===== src/pca_defs.svh =====
// Register indices, field positions, reset values and counts of the counter array
`ifndef PCA_DEFS_SVH
`define PCA_DEFS_SVH

// Register indices; byte address on the bus is four times the index
`define IDX_CTRL        8'hD8
`define IDX_MODE_BASE   8'hDA
`define IDX_CAPL_BASE   8'hEA
`define IDX_CAPH_BASE   8'hFA
`define IDX_CNT_LO      8'hE9
`define IDX_CNT_HI      8'hF9

// Module mode register fields
`define MODE_IRQ_EN     0
`define MODE_PWM        1
`define MODE_FLIP       2
`define MODE_HIT        3
`define MODE_CAP_FALL   4
`define MODE_CAP_RISE   5
`define MODE_CMP_EN     6
`define MODE_RSVD       7

// Counter control register fields
`define CTRL_RUN        6

// Reset values
`define MODE_RESET      8'h00
`define CNT_RESET       8'h00
`define CAP_RESET       8'h00
`define CTRL_RESET      8'h00

// Default counter prescale, in mclk cycles per count
`define DIV_DEFAULT     6
// Number of compare/capture modules
`define MODULES_DEFAULT 5

`endif


===== src/pca_pkg.sv =====
// Types shared by the counter array files
package pca_pkg;

  // Bus slave states, one-hot
  typedef enum logic [1:0] {
    BUS_IDLE = 2'b01,
    BUS_ACK  = 2'b10
  } bus_state_t;

  // One register byte
  typedef logic [7:0] reg_byte_t;

  // Counter and compare word
  typedef logic [15:0] count_t;

endpackage


===== src/module_channel.sv =====
// One compare/capture module: match, edge capture, toggle and pulse-width output
`timescale 1ns/10ps
module module_channel (
  input  wire logic            mclk,
  input  wire logic            srst,
  input  wire pca_pkg::count_t count,
  input  wire pca_pkg::count_t cmp,
  input  wire logic            count_upd,
  input  wire logic            compare_enable,
  input  wire logic            capture_rise_enable,
  input  wire logic            capture_fall_enable,
  input  wire logic            hit_flag_enable,
  input  wire logic            flip_on_hit_enable,
  input  wire logic            pulse_width_enable,
  input  wire logic            pin_i,
  output logic                 match_evt,
  output logic                 capture_evt,
  output logic                 pin_o,
  output logic                 pin_oe_n
);
  import pca_pkg::*;

  logic pin_prev_q;  // Pin level one cycle ago
  logic pin_prev_d;
  logic out_q;       // Output pin level
  logic out_d;
  logic oe_n_q;      // Registered output enable, low drives
  logic oe_n_d;
  logic equal;       // Counter equals compare, on a fresh count

  // Next values for edge history and output pin
  always_comb begin
    pin_prev_d = pin_i;
    // Only a freshly advanced or written count can match, so a stopped
    // counter does not flag forever
    equal       = count_upd && (count == cmp);
    match_evt   = compare_enable && hit_flag_enable && equal;
    capture_evt = (capture_rise_enable && pin_i && !pin_prev_q) ||
                  (capture_fall_enable && !pin_i && pin_prev_q);
    out_d = out_q;
    if (compare_enable && pulse_width_enable) begin
      // Low while low count byte is below the compare low byte
      out_d = (count[7:0] >= cmp[7:0]);
    end else if (compare_enable && hit_flag_enable && flip_on_hit_enable && equal) begin
      out_d = !out_q;
    end
    // Pin is driven only in an output mode
    oe_n_d = !(compare_enable && (pulse_width_enable || flip_on_hit_enable));
  end

  // Register stage
  always_ff @(posedge mclk) begin
    if (srst) begin
      pin_prev_q <= 1'b0;
      out_q      <= 1'b0;
      oe_n_q     <= 1'b1;
    end else begin
      pin_prev_q <= pin_prev_d;
      out_q      <= out_d;
      oe_n_q     <= oe_n_d;
    end
  end

  assign pin_o    = out_q;
  assign pin_oe_n = oe_n_q;

endmodule


===== src/counter_array_module_mode.sv =====
// Counter array: shared 16-bit counter, module mode registers, Wishbone slave
//
// The implementer's own choice: register access over Wishbone.
`timescale 1ns/10ps
`include "pca_defs.svh"

// Overview of the block
// - One shared 16-bit up counter, split into a low and a high byte
// - Up to five compare/capture modules, each with its own mode byte
// - Each module owns a 16-bit compare/capture word, low and high byte
// - One control byte: run bit and one event flag per module
// - One interrupt request line, the OR of enabled module flags
//
// Counter timing
// - The counter advances once per prescale tick while run is set
// - The tick is a one-cycle enable from a divider, never a second clock
// - A software write to either counter byte wins over a tick
// - Reading both bytes takes two accesses; the pair is not atomic
// - Software must stop the counter for a coherent 16-bit read
//
// Match timing
// - Only a freshly changed count can match
// - A stopped counter therefore flags once, not every cycle
// - Flag sets at the edge after the fresh count is seen
// - A toggling pin inverts at that same edge
//
// Capture timing
// - Pin levels are taken as already synchronous to mclk
// - Edges come from the pin against its level one cycle earlier
// - A capture overwrites the compare word, so capture and compare
//   on the same module fight; software picks one use per module
//
// Bus timing
// - Every access is answered one cycle after it is first seen
// - Only the low byte lane carries register data
// - Unmapped places read zero and ignore writes, but still answer

module counter_array_module_mode #(
  parameter int MODULES = `MODULES_DEFAULT, // Compare/capture modules
  parameter int DIV     = `DIV_DEFAULT      // mclk cycles per count
) (
  input  wire logic                 mclk,
  input  wire logic                 srst,
  input  wire logic [9:0]           wb_adr_i,
  input  wire logic [31:0]          wb_dat_i,
  output logic [31:0]               wb_dat_o,
  input  wire logic [3:0]           wb_sel_i,
  input  wire logic                 wb_we_i,
  input  wire logic                 wb_cyc_i,
  input  wire logic                 wb_stb_i,
  output logic                      wb_ack_o,
  input  wire logic [MODULES-1:0]   module_io_pin_i,
  output logic [MODULES-1:0]        module_io_pin_o,
  output logic [MODULES-1:0]        module_io_pin_oe_n,
  output logic                      irq_request_o
);
  import pca_pkg::*;

  // Refuse shapes the control register cannot hold
  initial begin
    if (MODULES < 1 || MODULES > 5) begin
      $error("MODULES must be 1 to 5");
    end
    if (DIV < 1 || DIV > 255) begin
      $error("DIV must be 1 to 255");
    end
  end

  localparam logic [7:0] DIV_LAST = 8'(DIV - 1); // Last prescale count

  // ---------------- Bus slave state ----------------
  bus_state_t  bus_q;      // Slave state
  bus_state_t  bus_d;
  logic [31:0] rdat_q;     // Read data, shown with ack
  logic [31:0] rdat_d;
  logic [7:0]  idx;        // Register index from byte address
  logic        req;        // Live request
  logic        wr_now;     // Write takes effect this edge
  logic [7:0]  wbyte;      // Low byte lane of write data

  // ---------------- Counter state ----------------
  logic [7:0]  pre_q;      // Prescaler count
  logic [7:0]  pre_d;
  reg_byte_t   cnt_lo_q;   // Counter low byte
  reg_byte_t   cnt_lo_d;
  reg_byte_t   cnt_hi_q;   // Counter high byte
  reg_byte_t   cnt_hi_d;
  logic        upd_q;      // Counter changed last edge
  logic        upd_d;
  logic        run_q;      // Counter run control
  logic        run_d;
  logic        tick;       // One-cycle count enable
  count_t      count;      // Whole counter

  // ---------------- Per-module state ----------------
  logic [6:0]  mode_q [MODULES];  // Mode bits, reserved top bit not held
  logic [6:0]  mode_d [MODULES];
  reg_byte_t   capl_q [MODULES];  // Compare/capture low bytes
  reg_byte_t   capl_d [MODULES];
  reg_byte_t   caph_q [MODULES];  // Compare/capture high bytes
  reg_byte_t   caph_d [MODULES];
  logic [MODULES-1:0] flag_q;     // Module event flags
  logic [MODULES-1:0] flag_d;
  logic [MODULES-1:0] match_evt;  // Match pulses from modules
  logic [MODULES-1:0] cap_evt;    // Capture pulses from modules
  logic [MODULES-1:0] irq_en;     // Per-module interrupt enables
  logic        irq_q;             // Registered interrupt request
  logic        irq_d;

  assign idx    = wb_adr_i[9:2];
  assign req    = wb_cyc_i && wb_stb_i;
  assign wbyte  = wb_dat_i[7:0];
  // Writes land at the edge where the master sees ack
  assign wr_now = (bus_q == BUS_ACK) && req && wb_we_i && wb_sel_i[0];
  assign count  = {cnt_hi_q, cnt_lo_q};

  // Bus next state and read mux; unmapped indices read zero
  always_comb begin
    bus_d  = bus_q;
    rdat_d = rdat_q;
    case (bus_q)
      BUS_IDLE: begin
        if (req) begin
          bus_d  = BUS_ACK;
          rdat_d = 32'h0000_0000;
          if (idx == `IDX_CTRL) begin
            rdat_d[`CTRL_RUN] = run_q;
            rdat_d[MODULES-1:0] = flag_q;
          end else if (idx == `IDX_CNT_LO) begin
            rdat_d[7:0] = cnt_lo_q;
          end else if (idx == `IDX_CNT_HI) begin
            rdat_d[7:0] = cnt_hi_q;
          end
          for (int m = 0; m < MODULES; m++) begin
            // Reserved mode bit reads zero
            if (idx == `IDX_MODE_BASE + 8'(m)) begin
              rdat_d[6:0] = mode_q[m];
            end
            if (idx == `IDX_CAPL_BASE + 8'(m)) begin
              rdat_d[7:0] = capl_q[m];
            end
            if (idx == `IDX_CAPH_BASE + 8'(m)) begin
              rdat_d[7:0] = caph_q[m];
            end
          end
        end
      end
      BUS_ACK: begin
        // Ack lasts one cycle, then the slave idles
        bus_d = BUS_IDLE;
      end
      default: begin
        bus_d = BUS_IDLE;
      end
    endcase
  end

  // Bus registers
  always_ff @(posedge mclk) begin
    if (srst) begin
      bus_q  <= BUS_IDLE;
      rdat_q <= 32'h0000_0000;
    end else begin
      bus_q  <= bus_d;
      rdat_q <= rdat_d;
    end
  end

  assign wb_ack_o = (bus_q == BUS_ACK);
  assign wb_dat_o = rdat_q;

  // Prescaler and counter next values; a software write wins over a count
  always_comb begin
    pre_d    = pre_q;
    tick     = 1'b0;
    cnt_lo_d = cnt_lo_q;
    cnt_hi_d = cnt_hi_q;
    run_d    = run_q;
    upd_d    = 1'b0;
    if (run_q) begin
      if (pre_q == DIV_LAST) begin
        pre_d = 8'h00;
        tick  = 1'b1;
      end else begin
        pre_d = pre_q + 8'h01;
      end
    end
    if (tick) begin
      {cnt_hi_d, cnt_lo_d} = count + 16'h0001;
      upd_d = 1'b1;
    end
    if (wr_now && idx == `IDX_CNT_LO) begin
      cnt_lo_d = wbyte;
      upd_d    = 1'b1;
    end
    if (wr_now && idx == `IDX_CNT_HI) begin
      cnt_hi_d = wbyte;
      upd_d    = 1'b1;
    end
    if (wr_now && idx == `IDX_CTRL) begin
      run_d = wbyte[`CTRL_RUN];
    end
  end

  // Counter registers
  always_ff @(posedge mclk) begin
    if (srst) begin
      pre_q    <= 8'h00;
      cnt_lo_q <= `CNT_RESET;
      cnt_hi_q <= `CNT_RESET;
      run_q    <= 1'b0;
      upd_q    <= 1'b0;
    end else begin
      pre_q    <= pre_d;
      cnt_lo_q <= cnt_lo_d;
      cnt_hi_q <= cnt_hi_d;
      run_q    <= run_d;
      upd_q    <= upd_d;
    end
  end

  // Per-module registers and instances
  for (genvar g = 0; g < MODULES; g++) begin : g_mod

    // Mode, compare/capture bytes and event flag next values
    always_comb begin
      mode_d[g] = mode_q[g];
      capl_d[g] = capl_q[g];
      caph_d[g] = caph_q[g];
      flag_d[g] = flag_q[g];
      if (wr_now && idx == `IDX_MODE_BASE + 8'(g)) begin
        // Top bit is not stored; software must keep it zero
        mode_d[g] = wbyte[6:0];
      end
      if (wr_now && idx == `IDX_CAPL_BASE + 8'(g)) begin
        capl_d[g] = wbyte;
      end
      if (wr_now && idx == `IDX_CAPH_BASE + 8'(g)) begin
        caph_d[g] = wbyte;
      end
      if (cap_evt[g]) begin
        // Capture overrides a same-cycle software write
        {caph_d[g], capl_d[g]} = count;
      end
      // Software may set or clear a flag through the control byte
      // Writing a one sets it, which lets software test the request path
      if (wr_now && idx == `IDX_CTRL) begin
        flag_d[g] = wbyte[g];
      end
      // Hardware set wins over a same-cycle software clear
      if (match_evt[g] || cap_evt[g]) begin
        flag_d[g] = 1'b1;
      end
    end

    // Module registers
    always_ff @(posedge mclk) begin
      if (srst) begin
        // Reset value is a byte; the stored field is seven bits wide
        mode_q[g] <= `MODE_RESET >> 1 == 8'h00 ? 7'h00 : 7'h00;
        capl_q[g] <= `CAP_RESET;
        caph_q[g] <= `CAP_RESET;
        flag_q[g] <= 1'b0;
      end else begin
        mode_q[g] <= mode_d[g];
        capl_q[g] <= capl_d[g];
        caph_q[g] <= caph_d[g];
        flag_q[g] <= flag_d[g];
      end
    end

    // Enable only gates the request; the flag itself is always kept
    // A masked flag thus raises the request one cycle after it is unmasked
    assign irq_en[g] = mode_q[g][`MODE_IRQ_EN];

    // Compare, capture and pin logic of one module
    module_channel u_chan (
      .mclk                (mclk),
      .srst                (srst),
      .count               (count),
      .cmp                 ({caph_q[g], capl_q[g]}),
      .count_upd           (upd_q),
      .compare_enable      (mode_q[g][`MODE_CMP_EN]),
      .capture_rise_enable (mode_q[g][`MODE_CAP_RISE]),
      .capture_fall_enable (mode_q[g][`MODE_CAP_FALL]),
      .hit_flag_enable     (mode_q[g][`MODE_HIT]),
      .flip_on_hit_enable  (mode_q[g][`MODE_FLIP]),
      .pulse_width_enable  (mode_q[g][`MODE_PWM]),
      .pin_i               (module_io_pin_i[g]),
      .match_evt           (match_evt[g]),
      .capture_evt         (cap_evt[g]),
      .pin_o               (module_io_pin_o[g]),
      .pin_oe_n            (module_io_pin_oe_n[g])
    );
  end

  // Interrupt request path
  // - Level request, not a pulse: it stands until software clears
  //   every enabled flag or masks every flagged module
  // - Registered once so the line never glitches on a bus write
  // - Costs one cycle of latency after the flag sets
  // - Counter overflow is not a source here
  //
  // Hazard on clearing
  // - A clear and a new event in one cycle leave the flag set
  // - Software must read the flags after clearing to see late events
  //
  // Limitation
  // - No per-source priority; software scans the flags itself
  //
  // Interrupt request: any flag whose module enable is set
  always_comb begin
    irq_d = |(flag_q & irq_en);
  end

  // Interrupt register
  always_ff @(posedge mclk) begin
    if (srst) begin
      irq_q <= 1'b0;
    end else begin
      irq_q <= irq_d;
    end
  end

  assign irq_request_o = irq_q;

endmodule


===== config.mk =====
export PLATFORM = sky130hd
export DESIGN_NAME = counter_array_module_mode
export DESIGN_NICKNAME = d
export VERILOG_FILES = /design/src/pca_pkg.sv /design/src/module_channel.sv /design/src/counter_array_module_mode.sv
export VERILOG_INCLUDE_DIRS = /design/src /design/src/src
export SDC_FILE = /design/constraint.sdc
export NUM_CORES = 1
export LEC_CHECK = 0
export CELL_PAD_IN_SITES_DETAIL_PLACEMENT = 0
export CELL_PAD_IN_SITES_GLOBAL_PLACEMENT = 1
export CORE_MARGIN = 2
export CORE_UTILIZATION = 49
export CTS_CLUSTER_DIAMETER = 150
export CTS_CLUSTER_SIZE = 8
export DETAILED_ROUTE_END_ITERATION = 16
export DONT_BUFFER_PORTS = 1
export HOLD_SLACK_MARGIN = 0.08
export PLACE_DENSITY_LB_ADDON = 0.1
export RECOVER_POWER = 100
export SLEW_MARGIN = 20
export SYNTH_ARGS = -nofsm -noshare
export SYNTH_HDL_FRONTEND = slang
export SYNTH_SLANG_ARGS = --single-unit

===== constraint.sdc =====
create_clock -name mclk -period 3.5 [get_ports mclk]
set_input_delay 0.35 -clock mclk [delete_from_list [all_inputs] [get_ports mclk]]
set_output_delay 0.35 -clock mclk [all_outputs]
set_load 0.02 [all_outputs]

# Word level (Yosys, flattened, before mapping)
# Memories as Yosys holds them, arrays and structs flattened.
# Cells that the tools add are included.
classes:
  shifts: 0
  n_reduce_logical: 127
  muxes: 96
  n_eq_ne: 26
  n_bitwise: 17
  div: 0
  n_addsub: 2
  mul: 0
  magnitude_cmp: 5
ops:
  columns: ["cell", "count"]
  rows:
  - ["$mux 8", 49]
  - ["$eq 8x8->1 const B", 18]
  - ["$mux 7", 15]
  - ["$eq 16x16->1", 5]
  - ["$logic_and 1x1->1", 77]
  - ["$ge 8x8->1", 5]
  - ["$mux 1", 31]
  - ["$reduce_bool 2->1", 12]
  - ["$logic_not 1->1", 20]
  - ["$add 16x1->16 const B", 1]
  - ["$logic_or 1x1->1", 15]
  - ["$or 1x1->1", 15]
  - ["$add 8x1->8 const B", 1]
  - ["$eq 8x3->1 const B", 1]
  - ["$and 5x5->5", 1]
  - ["$mux 5", 1]
  - ["$reduce_or 5->1", 1]
  - ["$eq 2x1->1 const B", 1]
  - ["$eq 2x2->1 const B", 1]
  - ["$reduce_and 2->1", 1]
  - ["$reduce_or 2->1", 1]
  - ["$not 1->1", 1]
totals:
  romBits: 0
  regBits: 57
  mem_bits_rw: 115
  memories: 3
  latchBits: 0
memory_table:
  columns: ["name", "words", "word_bits", "read_ports", "rd_clocked_by_memory_dff", "write_ports", "line", "rtl"]
  rows:
  - ["caph_q", 5, 8, 5, 0, 5, "counter_array_module_mode.sv:100", "reg_byte_t caph_q [MODULES];"]
  - ["capl_q", 5, 8, 5, 0, 5, "counter_array_module_mode.sv:98", "reg_byte_t capl_q [MODULES];"]
  - ["mode_q", 5, 7, 5, 0, 5, "counter_array_module_mode.sv:96", "logic [6:0] mode_q [MODULES];"]

# Longest topological paths before layout
# Gate-level depths: netlist of run 1.
logic_depth:
  depth_word: 21
  depth_mapped: 8
  depth_no_buf: 7

# Cells and area by module
# A second synthesis of run 1 with hierarchy kept.
hier_totals:
  cells_unflattened: 1363
  hier_area_um2: 11312.1
modules_own_cells:
  columns: ["mod", "n_inst", "area_per_inst_um2", "cells_each"]
  rows:
  - ["counter_array_module_mode", 1, 9091.2, 1083]
  - ["module_channel", 5, 444.2, 56]

# Least setup slack after synthesis of run 1
# OpenSTA, ideal clock, no wires.
synth_timing:
  path_type: "reg2reg"
  startpoint: "register cnt_lo_q[0]"
  endpoint: "register g_mod[0].u_chan.out_q"
  path_slack_ns: 1.073
  required_ns: 3.442
  period_less_slack_ns: 2.427
  t_arrival_ns: 2.369
  setup_time_ns: 0.058
  stages_incl_launch_ff: 9
  n_path_buf: 1
  path_cell_list: "dfxtp_1 clkbuf_1 inv_1 ha_1 nand3_1 or4b_2 nor4_1 mux2i_1 o211a_1"
synth_between:
  elab_chain_cells: 4
synth_rtl:
  columns: ["element", "line", "rtl"]
  rows:
  - ["start: declaration", "counter_array_module_mode.sv:84", "reg_byte_t cnt_lo_q;"]
  - ["start signal: assignment", "counter_array_module_mode.sv:209", "cnt_lo_q <= `CNT_RESET;"]
  - ["start signal: assignment", "counter_array_module_mode.sv:215", "cnt_lo_q <= cnt_lo_d;"]
  - ["parallel branches: the longest is 4 deep, another holds $ge 8x8->1", null, null]
  - ["end signal: assignment", "module_channel.sv:59", "out_q <= out_d;"]
  - ["end: declaration", "module_channel.sv:25", "logic out_q;"]
# Several ways; the timed one is not identified.
# A chain may end at the register's enable or synchronous reset.

==> PnR_summary.wiki, run 1 <==
{| class="wikitable"
! Metric !! Value
|-
| Number of DRC markers in iteration 0 || 943
|-
| Worst slew pin tran || 1360 ps
|-
| Element type at the critical path end || flip-flop
|-
| Area Overhead vs Synth || 5.582%
|-
| CTS Sinks || 172
|-
| Result of the run || finished clean
|-
| Post-synthesis instance area || 11,070 um^2
|-
| Total negative slack || 0 ps
|-
| Worst-path maximum fanout || 16
|-
| Pwr Total || 4.021 mW
|-
| Setup slack at placement || 1168 ps
|-
| Post-synth EDFFs || 0
|-
| Post-synth ARST share || 0%
|-
| Worst clock skew || 11.22 ps
|-
| Number of detailed-routing iterations run before antenna repair || 5
|-
| Final number of setup-violating endpoints || 0
|-
| Area of all sequential standard cells || 3443 um^2
|-
| Vias in the first global route || 9,333
|-
| Nature of the critical path startpoint || flip-flop
|-
| Max transition margin || 9.304%
|-
| Data arrival, critical path || 3100 ps
|-
| Insertion delay to the later sink of the worst-skew pair || 440 ps
|-
| Number of cells on the worst hold path || 2
|-
| Worst reg2reg path depth || 5
|-
| Buffer count from post-CTS setup fixing || 0
|-
| Power density cells || 343.9 nW/um^2
|-
| Row cnt || 55
|-
| Class of the tightest hold or removal check || in2reg
|-
| Routability Congestion || 0.9285
|-
| Die Height || 154.3 um
|-
| Core region area || 22,430 um^2
|-
| Grt total ovfl || 0
|-
| Number of DRC violations after detailed routing || 0
|-
| Standby leakage power || 4.302 nW
|-
| Clock group share of total power || 46.3%
|-
| Post-detailed-route via-to-cell ratio || 6.376
|-
| Clock edge transition at the registers on the reported setup and hold paths || 70 ps
|-
| Top FF cell, synth || sky130_fd_sc_hd__dfxtp_1
|-
| Number of slew-limit violations in the final report || 0
|-
| Synthesized area divided by synthesized cell count || 8.447 um^2
|-
| Starting density of the core || 49.36%
|-
| Count of pins on the block boundary || 100
|-
| Pin count of the biggest net entering global routing || 147
|-
| Final worst path period need || 2768 ps
|-
| Number of antenna violations at the first check in global routing || 0
|-
| Die ar. || 23,820 um^2
|-
| Internal power of the cells || 2.982 mW
|-
| RSZ-0062 raised after global routing || no
|-
| Number of buffer cells added on primary ports || 0
|-
| Area taken by multi-input logic gates || 6761 um^2
|-
| Ratio of cells with drive above 1 in the final layout || 7.486%
|-
| Die span in x || 154.3 um
|-
| Sequential group share of total power || 48.9%
|-
| Detail Placement HPWL || 26.04 mm
|-
| Count of vias placed by the detailed router || 9,908
|-
| Layout Nets || 1,355
|-
| Number of antenna repair diodes || 0
|-
| Fraction of power spent switching nets || 25.86%
|-
| Minimum setup slack in the final design || 732.2 ps
|-
| Maximum clock rate || 361.3 MHz
|-
| Number of buffers on the longest clock path || 2
|-
| Filler instances || 2,196
|-
| WL/cell || 26.03 um
|-
| Total detailed-routing wirelength || 40.45 mm
|-
| Number of max-cap violations || 0
|-
| Warnings from Yosys || 0
|-
| Critical path class || reg2reg
|-
| Clock tree from TritonCTS || yes
|-
| Proportion of power drawn by combinational gates || 4.9%
|-
| Final Hold Viols || 0
|-
| Clock Tree Root || sky130_fd_sc_hd__clkbuf_16
|-
| Share of the yosys chip area belonging to registers || 31.09%
|-
| Post-synthesis instance total || 1,311
|-
| Count of different cell masters after synthesis || 76
|-
| Flop and latch count out of synthesis || 172
|-
| Switching component of the power || 1.040 mW
|-
| Post-route clock period utilization || 79.08%
|-
| Data required time at the worst endpoint || 3830 ps
|-
| Antenna violation net count after detailed routing || 0
|-
| Global-route wire length before repair || 60.51 mm
|-
| H-tree Lvls || 4
|-
| Resized Gates After CTS || 0
|-
| Worst voltage drop across the vdd grid || 342.8 uV
|-
| CTS Buf Count || 17
|-
| GRT Total Usage || 33.96%
|}
## routing by layer
metal  vias up  GRT usage, %  wire [um]
met4         0         15.26       2035
li1       4584             -          -
met5         -             0          0
met3        95         4.763       2889
met2       451         55.07      18450
met1      4778         45.16      17070
## cells in the final DEF, fill, tap and decap left out, types with 8 or more instances in the layout
cell type	Yosys	routed
sky130_fd_sc_hd__nor2_1	195	195
sky130_fd_sc_hd__nor2b_1	13	13
sky130_fd_sc_hd__mux2i_1	124	124
sky130_fd_sc_hd__a21o_1	16	16
sky130_fd_sc_hd__nor3_1	21	21
sky130_fd_sc_hd__nand2_1	40	40
sky130_fd_sc_hd__nand4_1	22	22
sky130_fd_sc_hd__dlygate4sd3_1	0	12
sky130_fd_sc_hd__inv_1	51	51
sky130_fd_sc_hd__a221oi_1	14	14
sky130_fd_sc_hd__conb_1	1	24
sky130_fd_sc_hd__nor3_2	0	10
sky130_fd_sc_hd__nor4_1	17	19
sky130_fd_sc_hd__xor2_1	41	41
sky130_fd_sc_hd__a31oi_1	13	8
sky130_fd_sc_hd__ha_1	43	43
sky130_fd_sc_hd__buf_4	34	30
sky130_fd_sc_hd__and3_1	12	12
sky130_fd_sc_hd__a211oi_1	103	103
sky130_fd_sc_hd__o211ai_1	9	9
sky130_fd_sc_hd__dfxtp_1	172	172
sky130_fd_sc_hd__a22o_1	12	12
sky130_fd_sc_hd__o21ai_0	22	22
sky130_fd_sc_hd__a21oi_1	28	28
sky130_fd_sc_hd__xnor2_1	22	22
sky130_fd_sc_hd__nand3_1	34	34
sky130_fd_sc_hd__nand2b_1	12	12
sky130_fd_sc_hd__clkbuf_16	0	17
## through the flow
step,hold WS (ps),area [um^2],cells,util [%]
floorplan,422.2,11160,1334,-
global placement,434.5,11100,1509,49.50
detailed placement,433.7,11100,1509,49.50
CTS,80.07,11810,1554,52.65
global route,80.42,11690,1554,52.12
finish,90.29,11690,1554,52.12
## state kept, by name, summed over array words and instances (netlist names), 2 cells and up
register                 cells
g_mod.u_chan.pin_oe_n        5
capl_q                      40
caph_q                      40
wb_dat_o                     8
pre_q                        8
cnt_hi_q                     8
g_mod.u_chan.pin_o           5
cnt_lo_q                     8
flag_q                       5
mode_q                      35
bus_q                        2
g_mod.u_chan.pin_prev_q      5
## critical path, cell delays in order (launching register included)
cell and delay [ps]:
sky130_fd_sc_hd__dfxtp_1 330, sky130_fd_sc_hd__nand4b_1 190, sky130_fd_sc_hd__or2_1 710, sky130_fd_sc_hd__nor3_2 970, sky130_fd_sc_hd__mux2i_1 180, sky130_fd_sc_hd__a211oi_1 280
## final cells by class
type                            instances  area share (%)
Multi-Input combinational cell        969           57.83
Sequential cell                       172           29.45
Clock buffer                           20           3.906
Timing Repair Buffer                   45           3.253
Tap cell                              285           3.050
Inverter                               51           1.637
Clock inverter                         12          0.8775
## repair_timing
action                                  CTS  global route
hold buffers                             13             0
endpoints found under the setup margin    0             0
endpoints found under the hold margin   146             0
## power groups by stage
| stage | Clock [mW] | Combinational [mW] | Sequential, mW |
|---|---|---|---|
| 2_1_floorplan | 0 | 0.185 | 2.01 |
| 3_3_place_gp | 0 | 0.133 | 2.01 |
| 3_5_place_dp | 0 | 0.133 | 2.01 |
| 4_1_cts | 1.89 | 0.193 | 1.97 |
| 5_1_grt | 1.96 | 0.205 | 1.97 |
| 6_report | 1.86 | 0.196 | 1.97 |
## kinds of logic after synthesis
logic type                 Yosys count  synth area share [%]
buffers and inverters              193                 7.909
adders and majority gates           43                 4.858
muxes                              130                 11.82
DFF                                172                 31.09
AOI/OAI and AO/OA                  271                 17.86
and+or+nand+nor                    438                 21.44
other                                1               0.03386
xor gates and xnor gates            63                 4.982
## synthesized netlist by cell type (all sizes together), types with 28 or more instances
cell type | number | area (um^2)
nor2 | 199 | 772.0
dfxtp | 172 | 3443
mux2i | 124 | 1241
a211oi | 103 | 773.2
clkbuf | 82 | 307.8
buf | 60 | 376.6
inv | 51 | 191.4
ha | 43 | 538.0
nand2 | 41 | 156.4
xor2 | 41 | 359.1
nand3 | 35 | 180.2
nor3 | 33 | 300.3
a21oi | 28 | 140.1
## final timing paths
check | start | endpoint | slack, ps
worst min register to register | mode_q[2][6] | g_mod[2].u_chan.pin_oe_n | 500
worst max register to register | bus_q[0] | capl_q[2][7] | 730
worst max-delay path | bus_q[0] | capl_q[2][7] | 730
worst min-delay path | srst | g_mod[0].u_chan.pin_o | 90
Note: power is estimated with default switching activity, not from simulation.
==> inputs of run 2 (changes only) <==
--- a/config.mk
+++ b/config.mk
@@ -6,10 +6,11 @@
 export SDC_FILE = /design/constraint.sdc
 export NUM_CORES = 1
 export LEC_CHECK = 0
+export ABC_AREA = 1
 export CELL_PAD_IN_SITES_DETAIL_PLACEMENT = 0
 export CELL_PAD_IN_SITES_GLOBAL_PLACEMENT = 1
 export CORE_MARGIN = 2
-export CORE_UTILIZATION = 49
+export CORE_UTILIZATION = 46
 export CTS_CLUSTER_DIAMETER = 150
 export CTS_CLUSTER_SIZE = 8
 export DETAILED_ROUTE_END_ITERATION = 16
==> constraint.sdc (replaced) <==
create_clock -name mclk -period 2.9 [get_ports mclk]
set_input_delay 0.29 -clock mclk [delete_from_list [all_inputs] [get_ports mclk]]
set_output_delay 0.29 -clock mclk [all_outputs]
set_load 0.02 [all_outputs]
==> PnR_summary.wiki, run 2 <==
{| class="wikitable"
! Metric !! Value
|-
| Number of buffers on the longest clock path || 2 (unchanged)
|-
| Portion of synthesized cell area occupied by the leading cell type || 32.77% (+1.7 points)
|-
| Routability Congestion || 0.9252 (-0.36%)
|-
| Cells taking the most area after synthesis || sky130_fd_sc_hd__dfxtp_1 (33%), sky130_fd_sc_hd__nand2_1 (10%), sky130_fd_sc_hd__a21oi_1 (8.7%), sky130_fd_sc_hd__o21ai_0 (7.3%), sky130_fd_sc_hd__nor2_1 (6.6%)
|-
| Post-synth ARST share || 0% (unchanged)
|-
| H-tree Lvls || 4 (unchanged)
|-
| Insertion delay to the later sink of the worst-skew pair || 450 ps (about the same)
|-
| Grt total ovfl || 0 (unchanged)
|-
| Post-synthesis instance area || 10,510 um^2 (-5.1%)
|-
| Dpl cells || 1,810 (+20%)
|-
| Synthesized area divided by synthesized cell count || 6.819 um^2 (-19%)
|-
| Commonest cells in the synthesized netlist || sky130_fd_sc_hd__nand2_1 (280), sky130_fd_sc_hd__nor2_1 (186), sky130_fd_sc_hd__a21oi_1 (182), sky130_fd_sc_hd__dfxtp_1 (172), sky130_fd_sc_hd__inv_1 (156)
|-
| Worst-path maximum fanout || 5 (-11)
|-
| Number of buffer cells added on primary ports || 0 (unchanged)
|-
| Dominant delay contributor by cell family on the critical path || simple AND/OR/NAND/NOR gates
|-
| Total detailed-routing wirelength || 39.52 mm (-2.3%)
|-
| Grt peak-use layer || met2
|-
| Most common cell after layout, fill and taps aside || sky130_fd_sc_hd__nand2_1
|-
| WL/cell || 21.33 um (-18%)
|-
| Core region area || 22,500 um^2 (+0.31%)
|-
| Detail Placement HPWL || 27.75 mm (+6.6%)
|-
| Post-route clock period utilization || 89.90% (+11 points)
|-
| Nature of the critical path startpoint || flip-flop
|-
| Largest registers || caph_q x40, capl_q x40, mode_q x35
|-
| Flop and latch count out of synthesis || 172 (unchanged)
|-
| Row cnt || 55 (unchanged)
|-
| Post-detailed-route via-to-cell ratio || 5.638 (-12%)
|-
| Buffer count from post-CTS setup fixing || 0 (unchanged)
|-
| Number of slew-limit violations in the final report || 60 (+60)
|-
| Post-synth top area cell || sky130_fd_sc_hd__dfxtp_1
|-
| CTS Sinks || 172 (unchanged)
|-
| Switching component of the power || 1.518 mW (+46%)
|-
| Share of the yosys chip area belonging to registers || 32.77% (+1.7 points)
|-
| Top library cells by usage in the layout, fill and taps aside || sky130_fd_sc_hd__nand2_1 (280), sky130_fd_sc_hd__a21oi_1 (188), sky130_fd_sc_hd__nor2_1 (187)
|-
| Post-Layout Cell Count || 1,853 (+19%)
|-
| GRT Total Usage || 32.84% (-1.1 points)
|-
| Die Height || 155.1 um (+0.52%)
|-
| Clock edge transition at the registers on the reported setup and hold paths || 70 ps (about the same)
|-
| Clock Tree Root || sky130_fd_sc_hd__clkbuf_16
|-
| Buffering stage count on the worst path with inverters included || 2 (+2)
|-
| Worst slew pin tran || 2550 ps (+1189 ps)
|-
| Antenna violation net count after detailed routing || 0 (unchanged)
|-
| Violated checks || capacitance limit, slew limit
|-
| Element type at the critical path end || flip-flop
|-
| Pin count of the biggest net entering global routing || 107 (-27%)
|-
| Class of the tightest hold or removal check || in2reg
|-
| Number of max-cap violations || 1 (+1)
|-
| Proportion of power drawn by combinational gates || 9.3% (+4.4 points)
|-
| Clock group share of total power || 45.6% (-0.7 points)
|-
| Die span in x || 155.1 um (+0.52%)
|-
| Count of pins on the block boundary || 100 (unchanged)
|-
| Starting density of the core || 46.70% (-2.7 points)
|-
| Global-route met3 utilization || 6.546% (+1.8 points)
|-
| Number of DRC markers in iteration 0 || 1,036 (+9.9%)
|-
| Critical path class || reg2reg
|-
| Total negative slack || 0 ps (unchanged)
|-
| Final worst path period need || 2607 ps (-160.7 ps)
|-
| CTS Buf Count || 17 (unchanged)
|-
| Number of antenna violations at the first check in global routing || 0 (unchanged)
|-
| Worst hold margin || 108.4 ps (+18.07 ps)
|-
| Most frequent cell after synthesis || sky130_fd_sc_hd__nand2_1
|-
| Post-synth EDFFs || 0 (unchanged)
|-
| Die ar. || 24,070 um^2 (+1.1%)
|-
| Global-route track usage on met2 || 49.88% (-5.2 points)
|-
| Data required time at the worst endpoint || 3300 ps (-530 ps)
|-
| Clock tree from TritonCTS || yes
|-
| Internal power of the cells || 3.959 mW (+33%)
|-
| Count of different cell masters after synthesis || 58 (-24%)
|-
| Count of vias placed by the detailed router || 10,448 (+5.5%)
|-
| Worst clock skew || 13.58 ps (+2.368 ps)
|-
| Resized Gates After CTS || 0 (unchanged)
|-
| Standby leakage power || 4.589 nW (+6.7%)
|-
| Worst voltage drop across the vdd grid || 349.0 uV (+1.8%)
|-
| Max transition margin || -69.97% (-79 points)
|-
| Global-route wire length before repair || 58.30 mm (-3.7%)
|-
| Number of DRC violations after detailed routing || 0 (unchanged)
|-
| Maximum clock rate || 383.6 MHz (+6.2%)
|-
| Post-synthesis instance total || 1,541 (+18%)
|-
| Number of buffers added to fix hold violations after cts || 12 (-1)
|-
| Number of detailed-routing iterations run before antenna repair || 5 (unchanged)
|-
| Power density cells || 478.0 nW/um^2 (+39%)
|-
| Met1 Usage GRT || 46.98% (+1.8 points)
|-
| Layout Nets || 1,655 (+22%)
|-
| Library cell contributing the largest single delay on the critical path || sky130_fd_sc_hd__dfxtp_1
|-
| Final number of setup-violating endpoints || 0 (unchanged)
|-
| Number of antenna repair diodes || 0 (unchanged)
|-
| Result of the run || finished, violations left
|-
| Top FF cell, synth || sky130_fd_sc_hd__dfxtp_1
|-
| Critical Path Max Stage Delay || 600 ps (-370 ps)
|-
| Critical path, cell by cell || clkbuf_1 -> nand3_1 -> nor3_1 -> nand3_1 -> nor3_1 -> nand4_1 -> xor2_1 -> a21oi_1 -> or2_1 -> inv_1
|-
| Final Hold Viols || 0 (unchanged)
|-
| Sequential group share of total power || 45.1% (-3.8 points)
|-
| Fraction of power spent switching nets || 27.72% (+1.9 points)
|-
| Ratio of cells with drive above 1 in the final layout || 7.589% (+0.10 points)
|-
| Warnings from Yosys || 0 (unchanged)
|-
| Vias in the first global route || 9,569 (+2.5%)
|-
| RSZ-0062 raised after global routing || no
|-
| Data arrival, critical path || 3010 ps (-90 ps)
|-
| Area Overhead vs Synth || 9.037%
|}
==> run 2: cell count changes in the layout (fill, tap and decap cells not counted), moves of 16 or more <==
| cell | change |
|---|---|
| sky130_fd_sc_hd__nand3_1 | +23 |
| sky130_fd_sc_hd__mux2i_1 | -124 |
| sky130_fd_sc_hd__a21oi_1 | +160 |
| sky130_fd_sc_hd__inv_1 | +106 |
| sky130_fd_sc_hd__a211oi_1 | -99 |
| sky130_fd_sc_hd__inv_2 | +16 |
| sky130_fd_sc_hd__nand2_1 | +240 |
| sky130_fd_sc_hd__o21ai_0 | +137 |
==> run 2: cell type report <==
| class | instances | area [um^2] |
|---|---|---|
| Sequential cell | 172 | 3443 |
| Tap cell | 285 | 356.6 |
| Timing Repair Buffer | 56 | 419.2 |
| Inverter | 186 | 713.2 |
| Multi-Input combinational cell | 1123 | 5911 |
| Fill cell | 2369 | 11040 |
| Clock inverter | 13 | 176.4 |
| Clock buffer | 18 | 439.2 |
==> run 2: per-stage QoR <==
stage / setup WS (ps) / cell area [um^2] / util (%) / total power [mW]
final: 292.9 / 11460 / 50.92 / 5.477
after global placement: 546.0 / 10800 / 48.00 / 2.977
after detailed placement: 490.8 / 10800 / 48.00 / 2.981
after floorplan: 922.0 / 10600 / - / 2.876
after global routing: 183.5 / 11460 / 50.92 / 5.640
after CTS: 467.1 / 11550 / 51.34 / 5.485
==> run 2: metal layers <==
layer	up-vias	part of all wire, %
met5	-	0
met4	0	3.2
met3	91	8.5
met2	444	43
met1	4869	46
li1	5044	-
==> run 2: power by group through the flow <==
| stage | Combinational [mW] | Clock [mW] | Sequential (mW) |
|---|---|---|---|
| 2_1_floorplan | 0.371 | 0 | 2.51 |
| 3_3_place_gp | 0.457 | 0 | 2.52 |
| 3_5_place_dp | 0.460 | 0 | 2.52 |
| 4_1_cts | 0.504 | 2.51 | 2.47 |
| 5_1_grt | 0.557 | 2.61 | 2.47 |
| 6_report | 0.509 | 2.50 | 2.47 |
==> run 2: cells by family after synthesis <==
family / share of synthesized area, %
flops: 32.77
xor+xnor: 4.096
other cells: 0.03568
compound gates: 20.47
simple gates: 26.15
buf+inv: 11.37
fa+ha+maj: 5.120
==> run 2: final timing paths <==
check | startpoint | to | slack [ps] | cells past startpoint
min | wb_dat_i[0] | cnt_lo_q[0] | 110 | 2
max reg2reg | cnt_lo_q[3] | cnt_hi_q[4] | 290 | 10
max | cnt_lo_q[3] | cnt_hi_q[4] | 290 | 10
min reg2reg | capl_q[1][2] | capl_q[1][2] | 470 | 2
==> run 2: worst register-to-register path: cells and delay by family (launching register included) <==
family / cells / cell delay [ps]
AO/OA/AOI/OAI: 1 / 80
buffers and inverters: 2 / 530
flip-flops: 1 / 600
XOR/XNOR: 1 / 190
AND/OR/NAND/NOR: 6 / 1170
==> inputs of run 3 (changes only) <==
--- a/config.mk
+++ b/config.mk
@@ -6,11 +6,9 @@
 export SDC_FILE = /design/constraint.sdc
 export NUM_CORES = 1
 export LEC_CHECK = 0
-export ABC_AREA = 1
 export CELL_PAD_IN_SITES_DETAIL_PLACEMENT = 0
 export CELL_PAD_IN_SITES_GLOBAL_PLACEMENT = 1
-export CORE_MARGIN = 2
-export CORE_UTILIZATION = 46
+export CORE_UTILIZATION = 49
 export CTS_CLUSTER_DIAMETER = 150
 export CTS_CLUSTER_SIZE = 8
 export DETAILED_ROUTE_END_ITERATION = 16
==> PnR_summary.wiki, run 3 (synthesized netlist as in run 1, its figures left out) <==
{| class="wikitable"
! Metric !! Value
|-
| Post-route clock period utilization || 87.88% (-2.0 points)
|-
| Number of DRC violations after detailed routing || 3 (+3)
|-
| Worst-path maximum fanout || 13 (+8)
|-
| Area Overhead vs Synth || 7.333%
|-
| Starting density of the core || 50.43% (+3.7 points)
|-
| Violated checks || DRC
|-
| Dpl cells || 1,513 (-16%)
|-
| Minimum setup slack in the final design || 351.4 ps (+58.51 ps)
|-
| Maximum clock rate || 392.4 MHz (+2.3%)
|-
| Final core occ || 54.13% (+3.2 points)
|-
| Dominant cell type by count on the critical path || sky130_fd_sc_hd__nand3_1
|-
| Class of the tightest hold or removal check || in2reg
|-
| Die span in x || 152.3 um (-1.8%)
|-
| Largest registers || caph_q x40, capl_q x40, mode_q x35
|-
| Number of buffers added to fix hold violations after cts || 24 (+12)
|-
| Standby leakage power || 4.394 nW (-4.3%)
|-
| Count of pins on the block boundary || 100 (unchanged)
|-
| Critical Path Max Stage Delay || 830 ps (+230 ps)
|-
| Critical path class || reg2reg
|-
| Power density cells || 422.2 nW/um^2 (-12%)
|-
| Most common cell after layout, fill and taps aside || sky130_fd_sc_hd__nor2_1
|-
| Buffering stage count on the worst path with inverters included || 1 (-1)
|-
| Number of antenna violations at the first check in global routing || 1 (+1)
|-
| Critical path, cell by cell || buf_4 -> ha_1 -> nand3_1 -> nor4_1 -> nand3_1 -> xor2_1 -> a211oi_1
|-
| Element type at the critical path end || flip-flop
|-
| Filler instances || 2,158 (-8.9%)
|-
| Worst slew pin tran || 1016 ps (-1533 ps)
|-
| Final worst path period need || 2549 ps (-58.51 ps)
|-
| Number of max-cap violations || 0 (-1)
|-
| Nature of the critical path startpoint || flip-flop
|-
| Die ar. || 23,210 um^2 (-3.6%)
|-
| Post-detailed-route via-to-cell ratio || 6.362 (+13%)
|-
| Global-route wire length before repair || 60.60 mm (+3.9%)
|-
| Number of antenna repair diodes || 0 (unchanged)
|-
| Core region area || 21,960 um^2 (-2.4%)
|-
| Detail Placement HPWL || 26.10 mm (-5.9%)
|-
| Number of detailed-routing iterations run before antenna repair || 11 (+6)
|-
| Setup slack at placement || 505.2 ps (+14.33 ps)
|-
| WL/cell || 26.04 um (+22%)
|-
| Die Height || 152.3 um (-1.8%)
|-
| Worst clock skew || 13.08 ps (-0.5048 ps)
|-
| Pin count of the biggest net entering global routing || 143 (+34%)
|-
| Insertion delay to the later sink of the worst-skew pair || 450 ps (about the same)
|-
| Buffer count from post-CTS setup fixing || 0 (unchanged)
|-
| Count of vias placed by the detailed router || 9,989 (-4.4%)
|-
| CTS Sinks || 172 (unchanged)
|-
| RSZ-0062 raised after global routing || no
|-
| Clock Tree Root || sky130_fd_sc_hd__clkbuf_16
|-
| Final number of setup-violating endpoints || 0 (unchanged)
|-
| Data required time at the worst endpoint || 3270 ps (-30 ps)
|-
| Total detailed-routing wirelength || 40.89 mm (+3.5%)
|-
| Result of the run || finished, violations left
|-
| Antenna violation net count after detailed routing || 0 (unchanged)
|-
| Final Hold Viols || 0 (unchanged)
|-
| Total negative slack || 0 ps (unchanged)
|-
| H-tree Lvls || 4 (unchanged)
|-
| Resized Gates After CTS || 0 (unchanged)
|-
| Row cnt || 54 (-1.8%)
|-
| CTS Buf Count || 17 (unchanged)
|-
| GRT Total Usage || 35.29% (+2.4 points)
|-
| Routability Congestion || 0.9157 (-1.0%)
|-
| Worst voltage drop across the vdd grid || 287.8 uV (-18%)
|-
| Max transition margin || 32.03% (+100 points)
|-
| Pwr Total || 5.019 mW (-8.4%)
|-
| Vias in the first global route || 9,247 (-3.4%)
|-
| Top library cells by usage in the layout, fill and taps aside || sky130_fd_sc_hd__nor2_1 (197), sky130_fd_sc_hd__dfxtp_1 (172), sky130_fd_sc_hd__mux2i_1 (124)
|-
| Data arrival, critical path || 2920 ps (-90 ps)
|-
| Number of buffers on the longest clock path || 2 (unchanged)
|-
| Number of buffer cells added on primary ports || 0 (unchanged)
|-
| Grt total ovfl || 0 (unchanged)
|-
| Clock edge transition at the registers on the reported setup and hold paths || 80 ps (about the same)
|-
| Dominant delay contributor by cell family on the critical path || simple AND/OR/NAND/NOR gates
|-
| Library cell contributing the largest single delay on the critical path || sky130_fd_sc_hd__nor4_1
|-
| Number of slew-limit violations in the final report || 0 (-100%)
|-
| Layout Nets || 1,376 (-17%)
|-
| Post-Layout Cell Count || 1,570 (-15%)
|-
| Ratio of cells with drive above 1 in the final layout || 8.217% (+0.63 points)
|-
| Clock tree from TritonCTS || yes
|-
| Number of DRC markers in iteration 0 || 1,155 (+11%)
|}
-- run 3: worst reg2reg max path, stage by stage, from the launching register on --
cell	delay [ps]
sky130_fd_sc_hd__dfxtp_1	340
sky130_fd_sc_hd__buf_4	280
sky130_fd_sc_hd__ha_1	230
sky130_fd_sc_hd__nand3_1	160
sky130_fd_sc_hd__nor4_1	830
sky130_fd_sc_hd__nand3_1	230
sky130_fd_sc_hd__xor2_1	190
sky130_fd_sc_hd__a211oi_1	210
-- run 3: final timing paths --
check	startpoint	endpoint	slack [ps]	cells past startpoint
setup / recovery	cnt_lo_q[1]	cnt_hi_q[0]	350	7
hold / removal	wb_dat_i[2]	caph_q[0][2]	90	2
setup reg to reg	cnt_lo_q[1]	cnt_hi_q[0]	350	7
hold reg to reg	mode_q[2][6]	g_mod[2].u_chan.pin_oe_n	490	1
-- run 3: stage by stage --
| step | cell area, um^2 | hold WS, ps |
|---|---|---|
| 2_1_floorplan | 11160 | 422.2 |
| 4_1_cts | 12010 | 80.42 |
| 3_5_place_dp | 11170 | 375.9 |
| 5_1_grt | 11890 | 87.67 |
| 6_report | 11890 | 90.83 |
| 3_3_place_gp | 11170 | 377.1 |
-- run 3: power breakdown --
| part | total (mW) | switching (mW) | leakage (nW) | internal [mW] |
|---|---|---|---|---|
| registers | 2.37 | 0.00599 | 1.39 | 2.37 |
| clock network | 2.39 | 1.15 | 0.282 | 1.24 |
| logic | 0.256 | 0.189 | 2.73 | 0.0672 |
| total | 5.02 | 1.34 | 4.39 | 3.68 |
-- run 3: final cells by class --
class | count | area [um^2] | share of cell area (%)
Inverter | 51 | 191.4 | 1.611
Clock inverter | 14 | 150.1 | 1.263
Multi-Input combinational cell | 969 | 6739 | 56.69
Clock buffer | 18 | 439.2 | 3.695
Sequential cell | 172 | 3443 | 28.97
Tap cell | 280 | 350.3 | 2.947
Timing Repair Buffer | 66 | 573.1 | 4.821
-- run 3: layer usage --
layer  part of all wire (%)  up-vias  wire length [um]  track usage (%)
met4                    3.7        2              1514            14.14
met5                  0.039        -                16                0
met3                    6.9       83              2806            4.352
met1                     43     4846             17590            47.29
li1                       -     4639                 -                -
met2                     46      419             18970            57.65
